**config.mk**
```make
export PLATFORM = sky130hd
export DESIGN_NAME = strb_regs
export DESIGN_NICKNAME = d
export VERILOG_FILES = /design/src/strb_pkg.sv /design/src/strb_regs.sv
export SDC_FILE = /design/constraint.sdc
export NUM_CORES = 1
export LEC_CHECK = 0
export ABC_CLOCK_PERIOD_IN_PS = 2800
export BUFFER_PORTS_ARGS = -buffer_cell sky130_fd_sc_hd__buf_4
export CAP_MARGIN = 20
export CORE_UTILIZATION = 51
export DETAILED_ROUTE_END_ITERATION = 16
export PLACE_DENSITY = 0.77
export SYNTH_ARGS = -nofsm -noshare
export SYNTH_HDL_FRONTEND = slang
export SYNTH_SLANG_ARGS = --single-unit
```
**constraint.sdc**
```tcl
create_clock -name pclk -period 2.8 [get_ports pclk]
set_input_delay 0.56 -clock pclk [delete_from_list [all_inputs] [get_ports pclk]]
set_output_delay 0.56 -clock pclk [all_outputs]
set_load 0.03 [all_outputs]
```
**src/strb_pkg.sv**
```systemverilog
package strb_pkg;
    // Register byte addresses on the APB
    localparam logic [7:0] ADDR_FIFO_PORT = 8'h00;
    localparam logic [7:0] ADDR_COMMAND   = 8'h04;
    localparam logic [7:0] ADDR_MODE      = 8'h08;
    localparam logic [7:0] ADDR_STATUS    = 8'h0C;
    localparam logic [7:0] ADDR_TIMER_HI  = 8'h10;
    localparam logic [7:0] ADDR_TIMER_LO  = 8'h14;
    localparam logic [7:0] ADDR_DEV_CTRL  = 8'h18;
    localparam logic [7:0] ADDR_AUX_CTRL  = 8'h1C;

    // Command register fields
    localparam int CMD_QUIESCE_SEL = 7;
    localparam int CMD_ERR_SEL     = 6;
    localparam int CMD_LINE_SEL    = 5;
    localparam int CMD_ADVANCE     = 4;
    localparam int CMD_ODD_PARITY  = 3;

    // Mode register fields
    localparam int MODE_SOFT_RESET = 7;
    localparam int MODE_LOOPBACK   = 6;
    localparam int MODE_REPEAT     = 5;
    localparam int MODE_RX_INVERT  = 4;
    localparam int MODE_TX_INVERT  = 3;
    localparam int MODE_PROTO_MSB  = 2;

    // Status register fields
    localparam int STAT_TX_FULL    = 7;
    localparam int STAT_TX_ACTIVE  = 6;
    localparam int STAT_RX_ERROR   = 5;
    localparam int STAT_RX_ACTIVE  = 4;
    localparam int STAT_DATA_AVAIL = 3;

    // Device control fields
    localparam int DCR_CPU_CLK_SEL = 7;
    localparam int DCR_INSTR_LSB   = 3;
    localparam int DCR_DATA_MSB    = 2;

    // Auxiliary control fields
    localparam int ACR_CLK_OUT_DIS = 2;

    // Error code bits
    localparam int ERR_OVERFLOW = 4;
    localparam int ERR_PARITY   = 3;
    localparam int ERR_ENDING   = 2;
    localparam int ERR_MIDBIT   = 1;
    localparam int ERR_RX_DIS   = 0;

    // Reset values
    localparam logic [7:0] RST_COMMAND  = 8'h00;
    localparam logic [7:0] RST_MODE     = 8'h00;
    localparam logic [7:0] RST_DEV_CTRL = 8'h9F;
    localparam logic [7:0] RST_AUX_CTRL = 8'h00;
    localparam logic [7:0] RST_TIMER    = 8'h00;

    // FIFO depths
    localparam int          FIFO_DEPTH = 3;
    localparam logic [1:0]  FIFO_FULL  = 2'h3;

    // Protocol codes; bit 2 high with bit 1 low means twinax
    localparam logic [2:0] PROTO_TWINAX     = 3'h4;
    localparam logic [2:0] PROTO_TWINAX_ALL = 3'h5;
endpackage : strb_pkg

```
**src/strb_regs.sv**
```systemverilog
// Local design decisions: the APB slave port and the register addresses.
module strb_regs (
    input  wire logic        pclk,
    input  wire logic        presetn,
    // APB slave
    input  wire logic        psel,
    input  wire logic        penable,
    input  wire logic        pwrite,
    input  wire logic [7:0]  paddr,
    input  wire logic [31:0] pwdata,
    output logic      [31:0] prdata,
    output logic             pready,
    output logic             pslverr,
    // Transmitter core side
    output logic      [11:0] tx_word,
    output logic             tx_word_valid,
    input  wire logic        tx_word_take,
    input  wire logic        tx_busy,
    input  wire logic        tx_busy_early,
    input  wire logic        tx_serial_raw,
    output logic             tx_serial_out,
    output logic             tx_active_output,
    // Receiver core side
    input  wire logic        data_in_pin,
    input  wire logic        analog_cmp,
    output logic             rx_serial,
    output logic             rx_enable,
    input  wire logic        rx_push,
    input  wire logic [10:0] rx_push_word,
    input  wire logic        rx_start,
    input  wire logic        rx_end,
    input  wire logic        line_active,
    input  wire logic        rx_err_parity,
    input  wire logic        rx_err_ending,
    input  wire logic        rx_err_midbit,
    // Transceiver control
    output logic             xcvr_reset,
    output logic      [2:0]  protocol_select,
    output logic             quiesce_count_select,
    output logic      [2:0]  data_wait_states,
    output logic      [1:0]  instr_wait_states,
    output logic             cpu_clk_half,
    output logic             clk_out_oe,
    output logic      [15:0] timer_value,
    output logic             tx_fifo_empty,
    output logic             rx_fifo_full
);
    // Software registers
    logic [7:0]  cmd_q;                  // Command register
    logic [7:0]  mode_q;                 // Mode register
    logic [7:0]  dcr_q;                  // Device control
    logic [7:0]  acr_q;                  // Auxiliary control
    logic [7:0]  thi_q;                  // Timer high byte
    logic [7:0]  tlo_q;                  // Timer low byte
    // FIFOs, head in slot 0 so outputs come from flops
    logic [11:0] txm_q [strb_pkg::FIFO_DEPTH];
    logic [10:0] rxm_q [strb_pkg::FIFO_DEPTH];
    logic [1:0]  txc_q;                  // Transmit word count
    logic [1:0]  rxc_q;                  // Receive word count
    // Status state
    logic [4:0]  err_q;                  // Error code bits
    logic        re_q;                   // Receiver error flag
    logic        ra_q;                   // Receiver active flag
    logic        dav_q;                  // Data available flag
    logic        la_q;                   // Line active, previous
    logic        ta_q;                   // Transmitter active status
    // APB response registers
    logic        rdy_q;
    logic [31:0] rdat_q;
    logic        serr_q;

    // Bus decode
    wire         acc     = psel & penable & rdy_q;
    wire         wr_acc  = acc & pwrite;
    wire         rd_acc  = acc & ~pwrite;
    wire         hit_prt = paddr == strb_pkg::ADDR_FIFO_PORT;
    wire         hit_cmd = paddr == strb_pkg::ADDR_COMMAND;
    wire         hit_mod = paddr == strb_pkg::ADDR_MODE;
    wire         hit_sta = paddr == strb_pkg::ADDR_STATUS;
    wire         hit_thi = paddr == strb_pkg::ADDR_TIMER_HI;
    wire         hit_tlo = paddr == strb_pkg::ADDR_TIMER_LO;
    wire         hit_dcr = paddr == strb_pkg::ADDR_DEV_CTRL;
    wire         hit_acr = paddr == strb_pkg::ADDR_AUX_CTRL;
    wire         mapped  = hit_prt | hit_cmd | hit_mod | hit_sta
                         | hit_thi | hit_tlo | hit_dcr | hit_acr;
    wire         ecr_sel = cmd_q[strb_pkg::CMD_ERR_SEL];

    // Port accesses split between FIFOs and error codes
    wire         ecr_rd  = rd_acc & hit_prt & ecr_sel;
    wire         fifo_rd = rd_acc & hit_prt & ~ecr_sel;
    wire         fifo_wr = wr_acc & hit_prt & ~ecr_sel;

    // Transceiver soft reset from mode bit
    wire         srst    = mode_q[strb_pkg::MODE_SOFT_RESET];
    wire         loop    = mode_q[strb_pkg::MODE_LOOPBACK];
    wire         twinax  = (mode_q[2:0] == strb_pkg::PROTO_TWINAX)
                         | (mode_q[2:0] == strb_pkg::PROTO_TWINAX_ALL);

    // FIFO occupancy
    wire         tx_full = txc_q == strb_pkg::FIFO_FULL;
    wire         rx_full = rxc_q == strb_pkg::FIFO_FULL;
    wire         tx_push = fifo_wr & ~tx_full;
    wire         tx_pop  = tx_word_take & (txc_q != 2'h0);
    wire         rx_pop  = fifo_rd & (rxc_q != 2'h0);
    wire         rx_in   = rx_push & (~rx_full | rx_pop);                 // Drain makes room
    wire         rx_ovf  = rx_push & rx_full & ~rx_pop;

    // Transmitter active, with or without half-bit advance
    wire         ta_d    = cmd_q[strb_pkg::CMD_ADVANCE] ? tx_busy_early
                                                        : tx_busy;

    // Receiver disabled while active by transmitter start
    wire         rdis_ev = ta_d & ~ta_q & ra_q
                         & ~mode_q[strb_pkg::MODE_REPEAT];

    // New error events, one bit each
    wire [4:0]   err_ev  = {rx_ovf, rx_err_parity, rx_err_ending,
                            rx_err_midbit, rdis_ev};
    wire         any_err = |err_ev;

    // Error read clears only the bits it reported; new events win
    wire [4:0]   err_clr = ecr_rd ? rdat_q[4:0] : 5'h00;
    wire [4:0]   err_d   = (err_q & ~err_clr) | err_ev;
    wire         re_d    = (re_q & ~ecr_rd) | any_err;

    // Receiver active: start sets, end or error clears
    wire         la_fall = la_q & ~line_active;
    wire         ra_clr  = rx_end | any_err | (twinax & la_fall);
    wire         ra_d    = rx_start | (ra_q & ~ra_clr);

    // Data available: an error clear sticks until a new word or a read
    wire [1:0]   rxc_n   = 2'(rxc_q + {1'b0, rx_in} - {1'b0, rx_pop});
    wire         dav_d   = ~any_err & (fifo_rd ? (rxc_n != 2'h0)
                                               : dav_q | rx_in);

    // Words entering the FIFOs
    wire [11:0]  tx_new  = {cmd_q[strb_pkg::CMD_ODD_PARITY],
                            cmd_q[2:0], pwdata[7:0]};
    wire [1:0]   txc_n   = 2'(txc_q + {1'b0, tx_push} - {1'b0, tx_pop});

    // Status byte shown to software
    wire [7:0]   status  = {tx_full, ta_q, re_q, ra_q, dav_q,
                            rxm_q[0][10:8]};

    // Read data mux
    wire [7:0]   rd_byte = hit_prt ? (ecr_sel ? {3'h0, err_q}
                                              : rxm_q[0][7:0])
                         : hit_cmd ? cmd_q
                         : hit_mod ? mode_q
                         : hit_sta ? status
                         : hit_thi ? thi_q
                         : hit_tlo ? tlo_q
                         : hit_dcr ? dcr_q
                         : hit_acr ? acr_q
                         : 8'h00;

    // Serial routing
    wire         rx_src  = loop ? tx_serial_raw
                         : cmd_q[strb_pkg::CMD_LINE_SEL] ? analog_cmp
                                                         : data_in_pin;

    // APB response: one wait state, data captured with pready
    always_ff @(posedge pclk or negedge presetn) begin
        if (!presetn) begin
            rdy_q  <= 1'b0;
            rdat_q <= 32'h0000_0000;
            serr_q <= 1'b0;
        end else begin
            rdy_q  <= psel & penable & ~rdy_q;
            rdat_q <= {24'h00_0000, rd_byte};
            serr_q <= psel & penable & ~rdy_q & ~mapped;
        end
    end

    // Software-written registers; chip reset only, soft reset spares them
    always_ff @(posedge pclk or negedge presetn) begin
        if (!presetn) begin
            cmd_q  <= strb_pkg::RST_COMMAND;
            mode_q <= strb_pkg::RST_MODE;
            dcr_q  <= strb_pkg::RST_DEV_CTRL;
            acr_q  <= strb_pkg::RST_AUX_CTRL;
            thi_q  <= strb_pkg::RST_TIMER;
            tlo_q  <= strb_pkg::RST_TIMER;
        end else begin
            if (wr_acc && hit_cmd) cmd_q  <= pwdata[7:0];
            if (wr_acc && hit_mod) mode_q <= pwdata[7:0];
            if (wr_acc && hit_dcr) dcr_q  <= pwdata[7:0];
            if (wr_acc && hit_acr) acr_q  <= pwdata[7:0];
            if (wr_acc && hit_thi) thi_q  <= pwdata[7:0];
            if (wr_acc && hit_tlo) tlo_q  <= pwdata[7:0];
        end
    end

    // Transmit FIFO as a shift queue; a push to a full queue is dropped
    always_ff @(posedge pclk or negedge presetn) begin
        if (!presetn) begin
            txc_q <= 2'h0;
            for (int i = 0; i < strb_pkg::FIFO_DEPTH; i++) txm_q[i] <= 12'h000;
        end else if (srst) begin
            txc_q <= 2'h0;
        end else begin
            txc_q <= txc_n;
            for (int i = 0; i < strb_pkg::FIFO_DEPTH; i++) begin
                if (tx_push && 2'(i) == txc_q - {1'b0, tx_pop}) begin
                    txm_q[i] <= tx_new;
                end else if (tx_pop && i < strb_pkg::FIFO_DEPTH - 1) begin
                    txm_q[i] <= txm_q[i + 1];
                end
            end
        end
    end

    // Receive FIFO; overflow word is lost and flagged
    always_ff @(posedge pclk or negedge presetn) begin
        if (!presetn) begin
            rxc_q <= 2'h0;
            for (int i = 0; i < strb_pkg::FIFO_DEPTH; i++) rxm_q[i] <= 11'h000;
        end else if (srst) begin
            rxc_q <= 2'h0;
        end else begin
            rxc_q <= rxc_n;
            for (int i = 0; i < strb_pkg::FIFO_DEPTH; i++) begin
                if (rx_in && 2'(i) == rxc_q - {1'b0, rx_pop}) begin
                    rxm_q[i] <= rx_push_word;
                end else if (rx_pop && i < strb_pkg::FIFO_DEPTH - 1) begin
                    rxm_q[i] <= rxm_q[i + 1];
                end
            end
        end
    end

    // Status flags; soft reset clears them, while la_q keeps sampling line_active
    always_ff @(posedge pclk or negedge presetn) begin
        if (!presetn) begin
            err_q <= 5'h00;
            re_q  <= 1'b0;
            ra_q  <= 1'b0;
            dav_q <= 1'b0;
            la_q  <= 1'b0;
            ta_q  <= 1'b0;
        end else if (srst) begin
            err_q <= 5'h00;
            re_q  <= 1'b0;
            ra_q  <= 1'b0;
            dav_q <= 1'b0;
            la_q  <= line_active;
            ta_q  <= 1'b0;
        end else begin
            err_q <= err_d;
            re_q  <= re_d;
            ra_q  <= ra_d;
            dav_q <= dav_d;
            la_q  <= line_active;
            ta_q  <= ta_d;
        end
    end

    // Registered outputs toward the line and the processor
    always_ff @(posedge pclk or negedge presetn) begin
        if (!presetn) begin
            tx_word              <= 12'h000;
            tx_word_valid        <= 1'b0;
            tx_serial_out        <= 1'b0;
            tx_active_output     <= 1'b0;
            rx_serial            <= 1'b0;
            rx_enable            <= 1'b1;
            xcvr_reset           <= 1'b1;
            protocol_select      <= 3'h0;
            quiesce_count_select <= 1'b0;
            data_wait_states     <= strb_pkg::RST_DEV_CTRL[strb_pkg::DCR_DATA_MSB:0];
            instr_wait_states    <= strb_pkg::RST_DEV_CTRL[strb_pkg::DCR_INSTR_LSB +: 2];
            cpu_clk_half         <= strb_pkg::RST_DEV_CTRL[strb_pkg::DCR_CPU_CLK_SEL];
            clk_out_oe           <= ~strb_pkg::RST_AUX_CTRL[strb_pkg::ACR_CLK_OUT_DIS];
            timer_value          <= 16'h0000;
            tx_fifo_empty        <= 1'b1;
            rx_fifo_full         <= 1'b0;
        end else begin
            // Head of queue after this cycle's shift
            tx_word              <= (tx_pop && txc_q > 2'h1) ? txm_q[1]
                                  : (txc_q == 2'h0 || (tx_pop && txc_q == 2'h1))
                                    ? tx_new : txm_q[0];
            tx_word_valid        <= ~srst & (txc_n != 2'h0);
            tx_serial_out        <= tx_serial_raw
                                  ^ mode_q[strb_pkg::MODE_TX_INVERT];
            tx_active_output     <= ta_d & ~loop;
            rx_serial            <= rx_src
                                  ^ mode_q[strb_pkg::MODE_RX_INVERT];
            rx_enable            <= mode_q[strb_pkg::MODE_REPEAT] | ~ta_d;
            xcvr_reset           <= srst;
            protocol_select      <= mode_q[strb_pkg::MODE_PROTO_MSB:0];
            quiesce_count_select <= cmd_q[strb_pkg::CMD_QUIESCE_SEL];
            data_wait_states     <= dcr_q[strb_pkg::DCR_DATA_MSB:0];
            instr_wait_states    <= dcr_q[strb_pkg::DCR_INSTR_LSB +: 2];
            cpu_clk_half         <= dcr_q[strb_pkg::DCR_CPU_CLK_SEL];
            clk_out_oe           <= ~acr_q[strb_pkg::ACR_CLK_OUT_DIS];
            timer_value          <= {thi_q, tlo_q};
            tx_fifo_empty        <= srst | (txc_n == 2'h0);
            rx_fifo_full         <= ~srst & (rxc_n == strb_pkg::FIFO_FULL);
        end
    end

    // Bus outputs straight from the response flops
    assign prdata  = rdat_q;
    assign pready  = rdy_q;
    assign pslverr = serr_q;
endmodule : strb_regs

```
==> results.ini <==
[run_status]
outcome=finished, violations left
violations=negative setup slack

[pwr]
switching_share_pct=34.0
p_leak_uw=0.00498
power.density_nw_per_um2=837
power.switching_uw=3050
intPower_uw=5930
irDropWorstVdd_v=0.000436
clkPwrFrac_pct=27.2
p_seq_share_pct=40.5
power_frac_comb_pct=32.3

[setup_path]
rr_startpoint=pready
slowest_delay_ns=0.56
reg2reg_depth=10
end_kind=flop
path_delay_family=simple AND/OR/NAND/NOR gates
cp_slowest_cell=or4_4
crit_path_start_kind=primary input
critPathMostFrequentCell=or4_4
ff2ff_setup_slack_ns=0.24
critPathKind=in -> reg
crit_buf_inv=2
reg2reg_to=dav_q
crit_chain=buf_6 -> or4_4 -> or4_4 -> nor2b_4 -> ha_1 -> inv_1 -> ha_2 -> xor2_1 -> xnor2_1 -> or3b_1 -> and3_1
timing.critical_path.fanout_max=2
cp.required_ns=3.13
worstPathArrival_ns=3.16

[cts]
cts.sinks=188
cts_tree=yes
cts_root_buf=clkbuf_16
insertion_delay_ns=0.44
cts_buffer_depth=2
clkSlewWorstSetupHoldPaths_ns=0.07
numCtsBuffers=17
htree_levels=4

[sta]
period_needed_ns=2.83
fin_crit_sh_pct=101
tightest_slew_ns=0.835
hold_viol=0
finalSetupTns_ns=-0.0311
slew_violations=0
setup-violations-final=1
fmax_mhz=353
rsz0062_at_grt=true
setup_slack_ns=-0.0311
relSlewSlack_pct=44.4
skew_ns=0.00726

[route]
drt_iter0_drc=547
avgViaCountPerCell=5.93
drtPass1Iterations=5
vias=6475
ant_nets=0
drc_errors=0
finalWirelength_um=21800
wl_per_cell_um=20.0

[logic_synthesis]
synth-edff-count=0
synth.top_cells.by_area=dfrtp_1 (50%), mux2_2 (10%), dfstp_2 (4.8%)
synth-xor-area-share_pct=0.907
synth-main-ff-cell=dfrtp_1
syn_avg_cell_area_um2=11.9
ys_seq_area_share_pct=54.3
synthAdderAreaFrac_pct=0.863
postSynth.asyncResetShare_pct=100
synth_compound_area_share_pct=15.8
syn_area_um2=8690
synthCells=732
synth.area.mux_share_pct=14.0
yosysTopAreaCell=dfrtp_1
synthDistinctLibCells=62
yosysTopAreaCellShare_pct=49.5
ys_ff_latch=188
yosys_warnings=0
synth_top_family_by_area=compound AO/OA/AOI/OAI gates
synth-simple-area-share_pct=6.84

[finish]
antenna-diode-count=0
layout.nets=933
fillers=1265
syn2layout_area_growth_pct=23.3
final_area_um2=10700
drive_gt1_share_pct=40.8

[placed_design]
hpwl_um=14600
place.gp.congestion=0.849
port_buffers=101
dpl_cell_area_um2=9930

[floorplan]
io_pins=150
fp.dieW_um=133
num_rows=47
die-area_um2=17600
dieHeight_um=133
start_util_pct=52.2
core-area_um2=16600

[global_route]
met1_usage_pct=35.8
antenna_found_initial=0
grt_usage_pct=25.9
grt.overflow.total=0
grt_pass1_vias=6386
globalRouteMet2Util_pct=40.3
grt_util_met3_pct=5.17
busiest_layer=met2
grt_pass1_wl_um=35000
grt_max_degree=68

[job]
maxCapViolCount=0

[min_path]
worstHoldPathType=in -> async

==> cell families after synthesis <==
logic type	Yosys count
AOI/OAI and AO/OA	189
DFF	188
and+or+nand+nor	101
xor gates and xnor gates	9
muxes	105
adders and majority gates	6
buffers and inverters	133
other	1
==> worst reg2reg max path, cell delays in order, from the launching register on <==
cell	delay, ns
dfrtp_1	0.41
nand4b_1	0.17
or4_4	0.47
nor2b_4	0.14
ha_1	0.23
inv_1	0.06
ha_2	0.16
xor2_1	0.16
xnor2_1	0.15
or3b_1	0.35
and3_1	0.16
==> cells in the final DEF, fill, tap and decap left out, types with 6 or more instances in the layout <==
cell type	instances
nor3b_1	11
clkbuf_16	17
o2111ai_1	11
o221a_2	24
conb_1	24
a21oi_1	45
o221ai_1	12
o21ai_0	45
buf_4	156
nand2_1	22
o22ai_1	12
dfrtp_1	172
nor2_1	13
xor2_1	6
mux2_2	77
mux2i_1	23
dfstp_2	16
a22oi_1	7
inv_1	49
o221ai_2	15
==> power groups by stage <==
| stage | logic [uW] | registers [uW] | clock network [uW] |
|---|---|---|---|
| final | 2900 | 3640 | 2440 |
| after global routing | 3160 | 3680 | 2580 |
| after CTS | 2760 | 3620 | 2460 |
| after detailed placement | 2680 | 3660 | 0 |
| after global placement | 2620 | 3640 | 0 |
| after floorplan | 1700 | 3780 | 0 |
==> through the flow <==
stage	hold slack [ns]	util [%]	power [uW]	std cells	setup WS, ns
detailed placement	0.366	59.7	6340	1056	-0.494
finish	0.101	64.4	8980	1091	-0.0311
CTS	0.145	63.7	8830	1091	-0.0391
floorplan	0.264	-	5480	755	-0.528
global route	0.159	64.4	9420	1091	-0.145
global placement	0.368	59.7	6260	1056	-0.477
==> what timing repair did <==
action                     CTS  global route
setup endpoints to repair   23            35
gates cloned                 1             0
pin swaps                    4             5
buffers inserted             2             0
hold buffers                 0             0
hold endpoints to repair     0             0
gates resized for setup      6            22
==> registers in the layout, indices dropped and copies added, names as in the netlist, 2 cells and up <==
register and flops:
protocol_select 3, instr_wait_states 2, prdata 8, err_q 5, thi_q 8, txc_q 2
cmd_q 8, tx_word 12, mode_q 8, timer_value 16, acr_q 8, txm_q 36
rxc_q 2, dcr_q 8, rxm_q 33, tlo_q 8, data_wait_states 3
==> how the worst max path moves through the flow <==
| stage | depth (start not counted) | endpoint | slack, ns | start |
|---|---|---|---|---|
| 2_1_floorplan | 13 | dav_q | -0.53 | paddr[2] |
| 3_3_place_gp | 11 | dav_q | -0.48 | paddr[4] |
| 3_5_place_dp | 11 | dav_q | -0.49 | paddr[4] |
| 4_1_cts | 11 | dav_q | -0.04 | paddr[6] |
| 5_1_grt | 11 | dav_q | -0.15 | paddr[1] |
| 6_report | 11 | dav_q | -0.03 | paddr[1] |
==> per-layer routing <==
metal  share of wire, %  routed length (um)  up-vias
li1                   -                   -     2883
met1                 44                9550     3276
met2                 48               10400      277
met3                6.2                1350       39
met4                2.3                 505        0
met5                  0                   0        -
==> synth_stat cells, drive strengths merged, types with 16 or more instances <==
| library cell | count |
|---|---|
| o221ai | 27 |
| dfrtp | 172 |
| a21oi | 45 |
| dfstp | 16 |
| clkbuf | 51 |
| o21ai | 46 |
| buf | 33 |
| mux2 | 77 |
| o221a | 24 |
| inv | 49 |
| mux2i | 23 |
| nand2 | 22 |
==> cell type report <==
class,count,area [um^2],area share [%]
Clock buffer,19,433,4.04
Timing Repair Buffer,168,1370,12.8
Multi-Input combinational cell,434,3580,33.4
Tap cell,220,275,2.57
Sequential cell,188,4720,44.1
Clock inverter,13,161,1.51
Inverter,49,184,1.72
(Power assumes the default switching activity.)
